[config.mk]
export PLATFORM = sky130hd
export DESIGN_NAME = calendar_clock_port
export DESIGN_NICKNAME = d
export VERILOG_FILES = /design/src/calendar_clock_pkg.sv /design/src/calendar_clock_port.sv /design/src/port_fifo.sv
export VERILOG_INCLUDE_DIRS = /design/src
export SDC_FILE = /design/constraint.sdc
export NUM_CORES = 1
export LEC_CHECK = 0
export BUFFER_PORTS_ARGS = -buffer_cell sky130_fd_sc_hd__buf_2
export CAP_MARGIN = 20
export CELL_PAD_IN_SITES_DETAIL_PLACEMENT = 1
export CELL_PAD_IN_SITES_GLOBAL_PLACEMENT = 2
export CORE_ASPECT_RATIO = 1.75
export CORE_UTILIZATION = 43
export CTS_CLUSTER_SIZE = 30
export DETAILED_ROUTE_END_ITERATION = 16
export GPL_ROUTABILITY_DRIVEN = 0
export MAX_ROUTING_LAYER = met4
export PLACE_DENSITY = 0.85
export SETUP_SLACK_MARGIN = 0.15
export SLEW_MARGIN = 20
export SYNTH_ARGS = -nofsm -noshare
export SYNTH_HDL_FRONTEND = slang
export SYNTH_SLANG_ARGS = --single-unit
[constraint.sdc]
create_clock -name CORE_CLK_I -period 3.9 [get_ports CORE_CLK_I]
set_input_delay 0.195 -clock CORE_CLK_I [delete_from_list [all_inputs] [get_ports CORE_CLK_I]]
set_output_delay 0.195 -clock CORE_CLK_I [all_outputs]
set_load 0.05 [all_outputs]
[src/calendar_clock_defines.svh]
// constants for the calendar clock port: offsets, bit positions, timing counts
// assumes a 10 MHz core clock and an 8-bit port access bus
`ifndef CALENDAR_CLOCK_DEFINES_SVH
`define CALENDAR_CLOCK_DEFINES_SVH
`define CLOCK_PORT_OFFSET   8'h02
`define BIT_DATA_IN         0
`define BIT_SHIFT_CLK       1
`define BIT_CMD0            2
`define BIT_CMD1            3
`define BIT_CMD2            4
`define BIT_STROBE          5
`define BIT_DATA_OUT        0
`define BIT_TIMED_PULSE     1
`define TIME_BITS           40
`define PORT_RESET          8'h00
`define CORE_CLK_HZ         10000000
`define BASE_HZ             4096
`define BASE_DIV            (`CORE_CLK_HZ / `BASE_HZ)
`define FIFO_DEPTH          4
`endif

[src/calendar_clock_pkg.sv]
// types for the calendar clock port
// assumes the defines header is included by users of constants
package calendar_clock_pkg;
    typedef enum logic [1:0] {
        RATE_64,
        RATE_256,
        RATE_2048,
        RATE_TEST
    } pulse_rate_t;
    typedef enum logic [1:0] {
        MODE_HOLD,
        MODE_SHIFT,
        MODE_SET,
        MODE_READ
    } clock_mode_t;
endpackage

[src/calendar_clock_port.sv]
// calendar clock port: shared output latch, serial time register, pulse generator
// assumes a cpu access bus on the core clock; power-fail line comes from a pin
//
// Contract
// - port read returns time register serial output on bit 0
// - port read returns the timed_pulse level on bit 1
// - written bit 0 is serial input, bit 1 is shift clock
// - capture on rising shift clock edge, advance output on falling edge
// - command lines on bits 2..4, command_strobe on bit 5
// - command_line_2 high selects pulse rate, low selects clock commands
// - codes 000 hold, 001 shift, 010 load clock, 011 copy clock
// - codes 100/101/110 give 64/256/2048 Hz, 111 gives 32 Hz test
// - after power-up the chip is in test mode at 32 Hz
// - clock commands blocked while in test mode
// - chip select high except on power failure
// - output enable high except on power failure
// - clock uses six port bits, the upper two go to printer
// - time register shifts least significant bit first
// - rising timed_pulse sets a latch driving level interrupt request
// - a port read clears the interrupt latch unless a pulse edge sets it in the same cycle
`include "calendar_clock_defines.svh"
`timescale 1ns/100ps
`default_nettype none
module calendar_clock_port
    import calendar_clock_pkg::*;
(
    input  wire logic       CORE_CLK_I,
    input  wire logic       RESET_I,
    input  wire logic [7:0] ADDR_I,
    input  wire logic       WR_I,
    input  wire logic       RD_I,
    input  wire logic [7:0] WDATA_I,
    output logic      [7:0] RDATA_O,
    output logic            WR_READY_O,
    input  wire logic       POWER_FAIL_I,
    output logic            RIBBON_LIFT_O,
    output logic            PRINTER_SELECT_O,
    output logic            CHIP_SELECT_O,
    output logic            OUTPUT_ENABLE_O,
    output logic            TIMED_PULSE_IRQ_O
);
    logic                   wr_hit;
    logic                   rd_hit;
    logic                   f_valid;
    logic [7:0]             f_data;
    logic                   f_ready;
    logic [7:0]             port_ff;
    logic [1:0]             pf_sync_ff;
    logic [`TIME_BITS-1:0]  shreg_ff;
    logic [`TIME_BITS-1:0]  time_ff;
    logic                   serial_out_ff;
    logic                   clk_prev_ff;
    logic                   stb_prev_ff;
    logic                   shift_en_ff;
    pulse_rate_t            rate_ff;
    logic [15:0]            div_ff;
    logic [6:0]             base_ff;
    logic                   tp_ff;
    logic                   tp_prev_ff;
    logic                   irq_ff;
    logic [7:0]             rdata_ff;
    logic                   pulse_tap;
    logic                   stb_rise;
    logic [2:0]             code;
    logic [`TIME_BITS-1:0]  time_inc;
    logic                   time_tick;

    assign wr_hit = WR_I && (ADDR_I == `CLOCK_PORT_OFFSET);
    assign rd_hit = RD_I && (ADDR_I == `CLOCK_PORT_OFFSET);
    assign code   = port_ff[`BIT_CMD2:`BIT_CMD0];
    // one byte drained per cycle; the fifo only fills if writes outrun it
    assign f_ready = 1'b1;

    port_fifo #(
        .WIDTH (8),
        .DEPTH (`FIFO_DEPTH)
    ) u_fifo (
        .clk_i       (CORE_CLK_I),
        .rst_i       (RESET_I),
        .in_valid_i  (wr_hit),
        .in_ready_o  (),
        .in_data_i   (WDATA_I),
        .out_valid_o (f_valid),
        .out_ready_i (f_ready),
        .out_data_o  (f_data)
    );

    always_ff @(posedge CORE_CLK_I) begin
        if (RESET_I) begin
            WR_READY_O <= 1'b0;
        end else begin
            WR_READY_O <= 1'b1;
        end
    end

    // all eight bits held until the next write
    always_ff @(posedge CORE_CLK_I) begin
        if (RESET_I) begin
            port_ff <= `PORT_RESET;
        end else if (f_valid) begin
            port_ff <= f_data;
        end
    end

    always_ff @(posedge CORE_CLK_I) begin
        if (RESET_I) begin
            RIBBON_LIFT_O    <= 1'b0;
            PRINTER_SELECT_O <= 1'b0;
        end else begin
            RIBBON_LIFT_O    <= port_ff[6];
            PRINTER_SELECT_O <= port_ff[7];
        end
    end

    // power-fail pin is asynchronous
    always_ff @(posedge CORE_CLK_I) begin
        if (RESET_I) begin
            pf_sync_ff <= 2'b00;
        end else begin
            pf_sync_ff <= {pf_sync_ff[0], POWER_FAIL_I};
        end
    end

    always_ff @(posedge CORE_CLK_I) begin
        if (RESET_I) begin
            CHIP_SELECT_O   <= 1'b0;
            OUTPUT_ENABLE_O <= 1'b0;
        end else begin
            CHIP_SELECT_O   <= !pf_sync_ff[1];
            OUTPUT_ENABLE_O <= !pf_sync_ff[1];
        end
    end

    assign stb_rise = CHIP_SELECT_O && port_ff[`BIT_STROBE] && !stb_prev_ff;

    always_ff @(posedge CORE_CLK_I) begin
        if (RESET_I) begin
            stb_prev_ff <= 1'b0;
            clk_prev_ff <= 1'b0;
        end else begin
            stb_prev_ff <= port_ff[`BIT_STROBE];
            clk_prev_ff <= port_ff[`BIT_SHIFT_CLK];
        end
    end

    // command decode on strobe rising edge
    always_ff @(posedge CORE_CLK_I) begin
        if (RESET_I) begin
            rate_ff <= RATE_TEST;
        end else if (stb_rise && code[2]) begin
            case (code[1:0])
                2'h0:    rate_ff <= RATE_64;
                2'h1:    rate_ff <= RATE_256;
                2'h2:    rate_ff <= RATE_2048;
                default: rate_ff <= RATE_TEST;
            endcase
        end
    end

    always_ff @(posedge CORE_CLK_I) begin
        if (RESET_I) begin
            shift_en_ff <= 1'b0;
        end else if (stb_rise && !code[2] && rate_ff != RATE_TEST) begin
            shift_en_ff <= (code[1:0] == 2'h1);
        end
    end

    // time counter kept binary, stepping 32 times a second except at the 2048 Hz rate; the host formats the fields
    assign time_inc = time_ff + `TIME_BITS'(1);
    // one tick per wrap of the base counter, none at 2048 Hz where tp_ff is low then; a load in the same cycle wins
    assign time_tick = (base_ff == 7'h7F) && (div_ff == 16'h0) && tp_ff;

    always_ff @(posedge CORE_CLK_I) begin
        if (RESET_I) begin
            time_ff <= '0;
        end else if (stb_rise && !code[2] && rate_ff != RATE_TEST
                     && code[1:0] == 2'h2) begin
            time_ff <= shreg_ff;
        end else if (time_tick) begin
            time_ff <= time_inc;
        end
    end

    // lsb enters at the top and leaves from bit 0 first
    always_ff @(posedge CORE_CLK_I) begin
        if (RESET_I) begin
            shreg_ff      <= '0;
            serial_out_ff <= 1'b0;
        end else if (stb_rise && !code[2] && rate_ff != RATE_TEST
                     && code[1:0] == 2'h3) begin
            shreg_ff      <= time_ff;
            serial_out_ff <= time_ff[0];
        end else if (shift_en_ff && CHIP_SELECT_O) begin
            if (port_ff[`BIT_SHIFT_CLK] && !clk_prev_ff) begin
                shreg_ff <= {port_ff[`BIT_DATA_IN],
                             shreg_ff[`TIME_BITS-1:1]};
            end
            if (!port_ff[`BIT_SHIFT_CLK] && clk_prev_ff) begin
                serial_out_ff <= shreg_ff[0];
            end
        end
    end

    // base counter steps at 4096 Hz; each tap bit up halves the rate again
    always_ff @(posedge CORE_CLK_I) begin
        if (RESET_I) begin
            div_ff  <= '0;
            base_ff <= '0;
        end else if (div_ff == 16'(`BASE_DIV - 1)) begin
            div_ff  <= '0;
            base_ff <= base_ff + 7'h01;
        end else begin
            div_ff <= div_ff + 16'h0001;
        end
    end

    always_comb begin
        case (rate_ff)
            RATE_64:   pulse_tap = base_ff[5];
            RATE_256:  pulse_tap = base_ff[3];
            RATE_2048: pulse_tap = base_ff[0];
            RATE_TEST: pulse_tap = base_ff[6];
            default:   pulse_tap = base_ff[6];
        endcase
    end

    always_ff @(posedge CORE_CLK_I) begin
        if (RESET_I) begin
            tp_ff      <= 1'b0;
            tp_prev_ff <= 1'b0;
        end else begin
            tp_ff      <= pulse_tap;
            tp_prev_ff <= tp_ff;
        end
    end

    // a new pulse edge beats a clearing read in the same cycle
    always_ff @(posedge CORE_CLK_I) begin
        if (RESET_I) begin
            irq_ff <= 1'b0;
        end else if (tp_ff && !tp_prev_ff) begin
            irq_ff <= 1'b1;
        end else if (rd_hit) begin
            irq_ff <= 1'b0;
        end
    end

    always_ff @(posedge CORE_CLK_I) begin
        if (RESET_I) begin
            TIMED_PULSE_IRQ_O <= 1'b0;
        end else begin
            TIMED_PULSE_IRQ_O <= irq_ff;
        end
    end

    always_ff @(posedge CORE_CLK_I) begin
        if (RESET_I) begin
            rdata_ff <= 8'h00;
        end else begin
            rdata_ff <= {6'h00,
                         tp_ff && OUTPUT_ENABLE_O,
                         serial_out_ff && OUTPUT_ENABLE_O};
        end
    end

    assign RDATA_O = rdata_ff;

    irq_set_a: assert property (@(posedge CORE_CLK_I) disable iff (RESET_I)
        (tp_ff && !tp_prev_ff) |=> ##1 TIMED_PULSE_IRQ_O)
        else $error("pulse edge did not raise interrupt");
    irq_clear_a: assert property (@(posedge CORE_CLK_I) disable iff (RESET_I)
        (rd_hit && !(tp_ff && !tp_prev_ff)) |=> !irq_ff)
        else $error("read did not clear interrupt latch");
    test_lock_a: assert property (@(posedge CORE_CLK_I) disable iff (RESET_I)
        (stb_rise && !code[2] && rate_ff == RATE_TEST && !time_tick)
        |=> $stable(time_ff) && $stable(shift_en_ff))
        else $error("clock command ran in test mode");
    rate_pick_a: assert property (@(posedge CORE_CLK_I) disable iff (RESET_I)
        (stb_rise && code == 3'h5) |=> rate_ff == RATE_256)
        else $error("rate command not applied");
    port_hold_a: assert property (@(posedge CORE_CLK_I) disable iff (RESET_I)
        !f_valid |=> $stable(port_ff))
        else $error("port latch changed without write");
    shift_in_a: assert property (@(posedge CORE_CLK_I) disable iff (RESET_I)
        (shift_en_ff && CHIP_SELECT_O && port_ff[1] && !clk_prev_ff && !stb_rise)
        |=> shreg_ff[`TIME_BITS-1] == $past(port_ff[0]))
        else $error("shift register missed serial input");
    cs_fail_a: assert property (@(posedge CORE_CLK_I) disable iff (RESET_I)
        pf_sync_ff[1] |=> !CHIP_SELECT_O && !OUTPUT_ENABLE_O)
        else $error("chip select held during power failure");
    read_bits_a: assert property (@(posedge CORE_CLK_I) disable iff (RESET_I)
        ##1 RDATA_O[1] == $past(tp_ff && OUTPUT_ENABLE_O))
        else $error("read data bit 1 not timed pulse");

    // command effects, shift direction and the read-back path
    load_clock_a: assert property (@(posedge CORE_CLK_I) disable iff (RESET_I)
        (stb_rise && !code[2] && rate_ff != RATE_TEST && code[1:0] == 2'h2)
        |=> time_ff == $past(shreg_ff))
        else $error("load command did not set the time");
    copy_clock_a: assert property (@(posedge CORE_CLK_I) disable iff (RESET_I)
        (stb_rise && !code[2] && rate_ff != RATE_TEST && code[1:0] == 2'h3)
        |=> shreg_ff == $past(time_ff) && serial_out_ff == $past(time_ff[0]))
        else $error("copy command did not capture the time");
    shift_mode_a: assert property (@(posedge CORE_CLK_I) disable iff (RESET_I)
        (stb_rise && !code[2] && rate_ff != RATE_TEST)
        |=> shift_en_ff == ($past(code[1:0]) == 2'h1))
        else $error("shift enable not taken from command");
    shift_out_a: assert property (@(posedge CORE_CLK_I) disable iff (RESET_I)
        (shift_en_ff && CHIP_SELECT_O && !port_ff[1] && clk_prev_ff && !stb_rise)
        |=> serial_out_ff == $past(shreg_ff[0]))
        else $error("serial output did not advance on falling edge");
    shift_lsb_a: assert property (@(posedge CORE_CLK_I) disable iff (RESET_I)
        (shift_en_ff && CHIP_SELECT_O && port_ff[1] && !clk_prev_ff && !stb_rise)
        |=> shreg_ff[`TIME_BITS-2:0] == $past(shreg_ff[`TIME_BITS-1:1]))
        else $error("shift register moved the wrong way");
    rate_low_a: assert property (@(posedge CORE_CLK_I) disable iff (RESET_I)
        (stb_rise && code == 3'h4) |=> rate_ff == RATE_64)
        else $error("64 Hz rate not applied");
    rate_fast_a: assert property (@(posedge CORE_CLK_I) disable iff (RESET_I)
        (stb_rise && code == 3'h6) |=> rate_ff == RATE_2048)
        else $error("2048 Hz rate not applied");
    rate_test_a: assert property (@(posedge CORE_CLK_I) disable iff (RESET_I)
        (stb_rise && code == 3'h7) |=> rate_ff == RATE_TEST)
        else $error("test mode not entered");
    rate_keep_a: assert property (@(posedge CORE_CLK_I) disable iff (RESET_I)
        (stb_rise && !code[2]) |=> $stable(rate_ff))
        else $error("clock command changed the pulse rate");
    port_load_a: assert property (@(posedge CORE_CLK_I) disable iff (RESET_I)
        f_valid |=> port_ff == $past(f_data))
        else $error("port latch missed a write");
    printer_bits_a: assert property (@(posedge CORE_CLK_I) disable iff (RESET_I)
        1'b1 |=> RIBBON_LIFT_O == $past(port_ff[6])
                 && PRINTER_SELECT_O == $past(port_ff[7]))
        else $error("printer lines do not follow port bits");
    run_select_a: assert property (@(posedge CORE_CLK_I) disable iff (RESET_I)
        !pf_sync_ff[1] |=> CHIP_SELECT_O && OUTPUT_ENABLE_O)
        else $error("select or enable low without power failure");
    fail_block_a: assert property (@(posedge CORE_CLK_I) disable iff (RESET_I)
        !CHIP_SELECT_O |=> $stable(shreg_ff) && $stable(rate_ff))
        else $error("chip reacted while deselected");
    irq_hold_a: assert property (@(posedge CORE_CLK_I) disable iff (RESET_I)
        (irq_ff && !rd_hit) |=> irq_ff)
        else $error("interrupt latch dropped without a read");
    read_bit0_a: assert property (@(posedge CORE_CLK_I) disable iff (RESET_I)
        ##1 RDATA_O[0] == $past(serial_out_ff && OUTPUT_ENABLE_O))
        else $error("read data bit 0 not serial output");
    read_zero_a: assert property (@(posedge CORE_CLK_I) disable iff (RESET_I)
        1'b1 |=> RDATA_O[7:2] == 6'h00)
        else $error("unused read bits not zero");
endmodule
`default_nettype wire

[src/port_fifo.sv]
// small valid/ready fifo for written port bytes
// assumes a single clock and synchronous active-high reset
`timescale 1ns/100ps
`default_nettype none
module port_fifo #(
    parameter int WIDTH = 8,
    parameter int DEPTH = 4
) (
    input  wire logic             clk_i,
    input  wire logic             rst_i,
    input  wire logic             in_valid_i,
    output logic                  in_ready_o,
    input  wire logic [WIDTH-1:0] in_data_i,
    output logic                  out_valid_o,
    input  wire logic             out_ready_i,
    output logic      [WIDTH-1:0] out_data_o
);
    localparam int AW = $clog2(DEPTH);
    logic [WIDTH-1:0] mem_ff [DEPTH];
    logic [AW-1:0]    wr_ff;
    logic [AW-1:0]    rd_ff;
    logic [AW:0]      cnt_ff;
    logic             push;
    logic             pop;
    assign in_ready_o  = (cnt_ff != (AW+1)'(DEPTH));
    assign out_valid_o = (cnt_ff != '0);
    assign out_data_o  = mem_ff[rd_ff];
    assign push        = in_valid_i && in_ready_o;
    assign pop         = out_valid_o && out_ready_i;
    always_ff @(posedge clk_i) begin
        if (push) begin
            mem_ff[wr_ff] <= in_data_i;
        end
    end
    always_ff @(posedge clk_i) begin
        if (rst_i) begin
            wr_ff  <= '0;
            rd_ff  <= '0;
            cnt_ff <= '0;
        end else begin
            if (push) begin
                wr_ff <= (wr_ff == AW'(DEPTH-1)) ? '0 : wr_ff + 1'b1;
            end
            if (pop) begin
                rd_ff <= (rd_ff == AW'(DEPTH-1)) ? '0 : rd_ff + 1'b1;
            end
            cnt_ff <= cnt_ff + (AW+1)'(push) - (AW+1)'(pop);
        end
    end
endmodule
`default_nettype wire

; Word level (Yosys, flattened, before mapping)
; Memory sizes are Yosys's and may differ from the RTL's. A register that Yosys moved wholly into a read port is not among the register bits.
; Index checks and enable logic that the tools add are counted.
; Widths: inputs -> output; s select.
[word_totals]
n_memories = 1
register_bits = 134
mem_bits_rw = 32
elab_cells = 97
output_inout_bits = 14
input_bits = 21
[classes]
n_addsub = 7
n_reduce_logical = 36
eq_ne = 13
mux = 17
[mem_list]
columns = memory, depth, word_bits, read_ports, rd_clocked_by_memory_dff, wr, line
row1 = u_fifo.mem_ff, 4, 8, 1, 1, 1, port_fifo.sv:19  ; logic [WIDTH-1:0] mem_ff [DEPTH];
[op_table]
columns = operator, n
row1 = $mux 40, 5
row2 = $add 40x1->40 const B, 1
row3 = $logic_and 1x1->1, 18
row4 = $add 16x1->16 const B, 1
row5 = $eq 16x12->1 const B, 1
row6 = $logic_not 16->1, 1
row7 = $eq 2x2->1 const B, 6
row8 = $reduce_bool 2->1, 5
row9 = $eq 8x2->1 const B, 1
row10 = $mux 1, 8
row11 = $add 7x1->7 const B, 1
row12 = $eq 7x7->1 const B, 1
row13 = $logic_not 1->1, 6
row14 = $pmux 2 s3, 1
row15 = $add 2x1->2 const B, 2
row16 = $eq 2x1->1 const B, 2
row17 = $logic_not 2->1, 2
row18 = $mux 2, 2
row19 = $pmux 1 s4, 1
row20 = $reduce_and 2->1, 2
row21 = $add 3x1->3, 1
row22 = $ne 3x3->1 const B, 1
row23 = $reduce_bool 3->1, 1
row24 = $sub 3x1->3, 1
row25 = 2 further kinds, 2

; Depth between registers and ports, before layout
[depth]
depth_word = 7
ltp_mapped = 9
depth_no_buf = 8

; Modules after synthesis
; Synthesis repeated with hierarchy kept, for this count alone.
[unflattened]
cells_unflattened = 787
area_unflattened_um2 = 7806.2
[modules_own_cells]
columns = module, seq_area_each_um2, area_per_inst_um2, cells_each, n_inst
row1 = calendar_clock_port, 2582.5, 6174.7, 696, 1
row2 = port_fifo, 1141.1, 1631.6, 91, 1

; Worst setup path before layout
; Ideal clock, no wire load.
[synth_timing]
path_kind = register to register
startpoint = register time_ff[4]
endpoint = register time_ff[31]
path_stages_with_launch = 6
t_required_ns = 3.773
slack_ns = 1.559
n_path_buf = 0
setup_time_ns = 0.127
arrival_time_ns = 2.214
synth_period_minus_slack_ns = 2.341
path_cell_list = dfxtp_1 > nand4_1 > or4_4 > or4_4 > o31a_2 > or3_1
[synth_between]
elab_chain_cells = 3
[synth_lines]
columns = item, line
row1 = start: declaration, calendar_clock_port.sv:50  ; logic [`TIME_BITS-1:0] time_ff;
row2 = start signal: assignment, calendar_clock_port.sv:178  ; time_ff <= shreg_ff;
row3 = start signal: assignment, calendar_clock_port.sv:180  ; time_ff <= time_inc;
row4 = $add 40x1->40, calendar_clock_port.sv:169  ; assign time_inc = time_ff + `TIME_BITS'(1);
row5 = $mux 40, calendar_clock_port.sv:179  ; end else if (time_tick) begin
row6 = $mux 40, calendar_clock_port.sv:176  ; end else if (stb_rise && !code[2] && rate_ff != RATE_TEST
; Every way passes these cells. The select of a mux whose other input is x is not followed.
; A chain may end at the register's enable or synchronous reset.

; Worst setup path in the final report
[layout_timing]
startpoint = register div_ff[12]
endpoint = register time_ff[7]
[layout_between]
elab_chain_cells = 4
[layout_lines]
columns = item, line
row1 = start: declaration, calendar_clock_port.sv:56  ; logic [15:0] div_ff;
row2 = start signal: assignment, calendar_clock_port.sv:213  ; div_ff <= div_ff + 16'h0001;
row3 = $logic_not 16->1, calendar_clock_port.sv:171  ; assign time_tick = (base_ff == 7'h7F) && (div_ff == 16'h0) && tp_ff;
row4 = $logic_and 1x1->1 (2 in a row), calendar_clock_port.sv:171
row5 = $reduce_bool 2->1 (no source line), --
; Every way passes these cells.

==> impl_metrics.py <==
metrics = {
    "status": {
        "outcome": "finished, final reports clean",
    },
    "routing": {
        "first_iter_violations": 195,
        "remaining_drc_errors": 0,
        "wire_per_inst_um": 17.9,
        "drtAntennaViolNets": 0,
        "vias": 5996,
        "drt-vias-per-instance": 5.74,
        "drt_pass1_iterations": 7,
        "wl_um": 18700,
    },
    "synth": {
        "synth-edff-count": 32,
        "ys_warn_count": 0,
        "synth_flop_cell": "dfxtp_1",
        "syn_avg_cell_area_um2": 9.63,
        "synth_cell_types": 51,
        "synth-seq-cells": 168,
        "async_reset_ff_share_pct": 0,
        "synth_area_um2": 7610,
        "synthCells": 790,
        "yosysSeqAreaShare_pct": 48.4,
    },
    "global_route": {
        "grt_overflow": 0,
        "antenna_found_initial": 0,
        "grt_pass1_wl_um": 31400,
        "grt_usage_pct": 23.0,
        "grt_pass1_vias": 6431,
        "grt_start_max_net_pins": 82,
    },
    "clocking": {
        "cts_resized": 0,
        "cts_max_level": 4,
        "ctsHoldBuffers": 9,
        "cts.sinks": 168,
        "cts_setup_buffers": 0,
        "ctsLongestPathBuffers": 2,
        "insertion_delay_ns": 0.44,
        "clk_pin_slew_ns": 0.07,
        "numCtsBuffers": 17,
        "cts_tree": "yes",
        "cts_root_buf": "clkbuf_16",
    },
    "power": {
        "switching_share_pct": 26.2,
        "clkPwrFrac_pct": 41.9,
        "power_frac_seq_pct": 47.4,
        "pwr-share-comb_pct": 10.7,
        "p_int_w": 0.00302,
        "p_switching_w": 0.00107,
        "vdd_ir_drop_max_v": 0.000463,
        "p_per_area_nw_per_um2": 479,
        "p_leak_nw": 3.28,
    },
    "place": {
        "placed_area_um2": 7840,
        "post-place-ws_ns": 1.12,
        "hpwlAfterDp_um": 12600,
        "portBuffers": 28,
        "place_inst": 1003,
    },
    "critical_path": {
        "critPathRequiredTime_ns": 4.26,
        "cp.arrival_ns": 3.15,
        "worst-setup-path-type": "reg2reg",
        "cp_max_fo": 23,
        "startpoint_type": "flop",
        "endpoint_kind": "flop",
    },
    "floorplanning": {
        "rows": 64,
        "start_util_pct": 43.8,
        "fp.dieW_um": 103,
        "pin_count": 35,
        "design.die.area_um2": 18300,
        "die_height_um": 178,
        "coreArea_um2": 17400,
    },
    "timing": {
        "fin_ws_ns": 1.11,
        "rsz0062_at_grt": "no",
        "fin_tns_setup_ns": 0,
        "setup-violations-final": 0,
        "fin_crit_sh_pct": 71.5,
        "holdWs_ns": 0.0519,
        "slew_headroom_pct": 32.7,
        "fmax_mhz": 359,
        "drv_slew": 0,
        "hold_viol": 0,
        "layout_min_cycle_time_ns": 2.79,
        "clock_skew_ns": 0.00735,
        "worst_pin_slew_ns": 1.01,
    },
    "finish": {
        "layout.area.seq_um2": 3680,
        "drive_gt1_share_pct": 11.3,
        "diodes": 0,
        "finish.instance_area_um2": 8540,
        "multi_input_area_um2": 3600,
        "final_nets": 833,
        "syn_to_final_growth_pct": 12.2,
        "finalNonFillerCells": 1044,
        "fillers": 1989,
    },
    "hold_path": {
        "hold_class": "in2reg",
    },
    "job": {
        "cap_violations": 0,
    },
}
worst paths after layout:
check	start	cells past startpoint	endpoint	slack [ns]
worst min-delay path	RD_I	3	irq_ff	0.05
worst max register to register	div_ff[12]	5	time_ff[7]	1.11
worst max-delay path	div_ff[12]	5	time_ff[7]	1.11
worst min register to register	pf_sync_ff[1]	1	OUTPUT_ENABLE_O	0.39
cells in the mapped netlist (16+ instances only):
master / number / area share [%]
o21ai_0: 45 / 3.0
a21oi_1: 19 / 1.2
nor4_1: 16 / 1.3
dfxtp_1: 136 / 36
nand2_1: 50 / 2.5
clkbuf_1: 45 / 2.2
mux2i_1: 44 / 5.8
nor2_1: 78 / 3.8
a31oi_1: 21 / 1.7
inv_1: 21 / 1.0
nand3_1: 37 / 2.4
edfxtp_1: 32 / 13
a211oi_1: 44 / 4.3
layout by cell type, fill, tap and decap left out, types with 15 or more instances in the layout:
cell type / n
dfxtp_1: 136
nor2_1: 78
nand2_1: 50
o21ai_0: 45
a211oi_1: 44
mux2i_1: 44
nand3_1: 36
edfxtp_1: 32
buf_2: 28
inv_1: 21
a31oi_1: 21
a21oi_1: 19
clkbuf_16: 19
nor4_1: 16
or3_1: 15
or4_1: 15
xnor2_1: 15
per-stage QoR:
| stage | power (W) | utilization (%) |
|---|---|---|
| 2_1_floorplan | 0.00230 | - |
| 3_3_place_gp | 0.00239 | 45.1 |
| 3_5_place_dp | 0.00242 | 45.1 |
| 4_1_cts | 0.00415 | 49.1 |
| 5_1_grt | 0.00425 | 49.1 |
| 6_report | 0.00409 | 49.1 |
critical path, stage by stage (launching register included):
cell,delay [ns]
dfxtp_1,0.35
nor3_1,0.55
nand3_1,0.21
or4_1,0.89
or3_2,0.53
a31oi_1,0.17
layer usage:
layer  part of all wire, %  vias up  routed length (µm)  track usage (%)
li1                      -     2921                   -                -
met1                    40     3002                7510             23.5
met2                    56       46               10500             41.8
met3                   1.5       27                 290             4.15
met4                   2.1        0                 399             10.0
met5                     0        -                   0                -
power groups by stage:
stage	Sequential [W]	Combinational, W	Clock (W)
2_1_floorplan	0.00194	0.000358	0
6_report	0.00194	0.000437	0.00171
3_3_place_gp	0.00197	0.000413	0
4_1_cts	0.00194	0.000447	0.00176
5_1_grt	0.00195	0.000488	0.00181
3_5_place_dp	0.00198	0.000435	0
sequential cells by signal, summed over array words and instances, names as in the netlist, 2 cells and up:
| name | count |
|---|---|
| shreg_ff | 40 |
| RDATA_O | 2 |
| time_ff | 40 |
| port_ff | 8 |
| u_fifo.rd_ff | 2 |
| base_ff | 7 |
| u_fifo.cnt_ff | 3 |
| rate_ff | 2 |
| div_ff | 16 |
| u_fifo.mem_ff | 32 |
| pf_sync_ff | 2 |
| u_fifo.wr_ff | 2 |
cell families after synthesis:
logic type | share of synthesized area [%]
multiplexers | 8.45
buffers and inverters | 4.64
adder cells (fa/ha/maj) | 2.07
other | 0.0493
XOR/XNOR | 2.88
AO/OA/AOI/OAI | 12.9
AND/OR/NAND/NOR | 20.6
flip-flops | 48.4
layout make-up:
type	count	share of cell area, %
sequential	168	43.2
clock inverter	13	1.48
inverter	22	0.967
clock buffer	19	5.57
timing repair buffer	44	3.31
multi-input combinational	547	42.1
tap	231	3.39
Note: power is estimated with default switching activity, not from simulation.
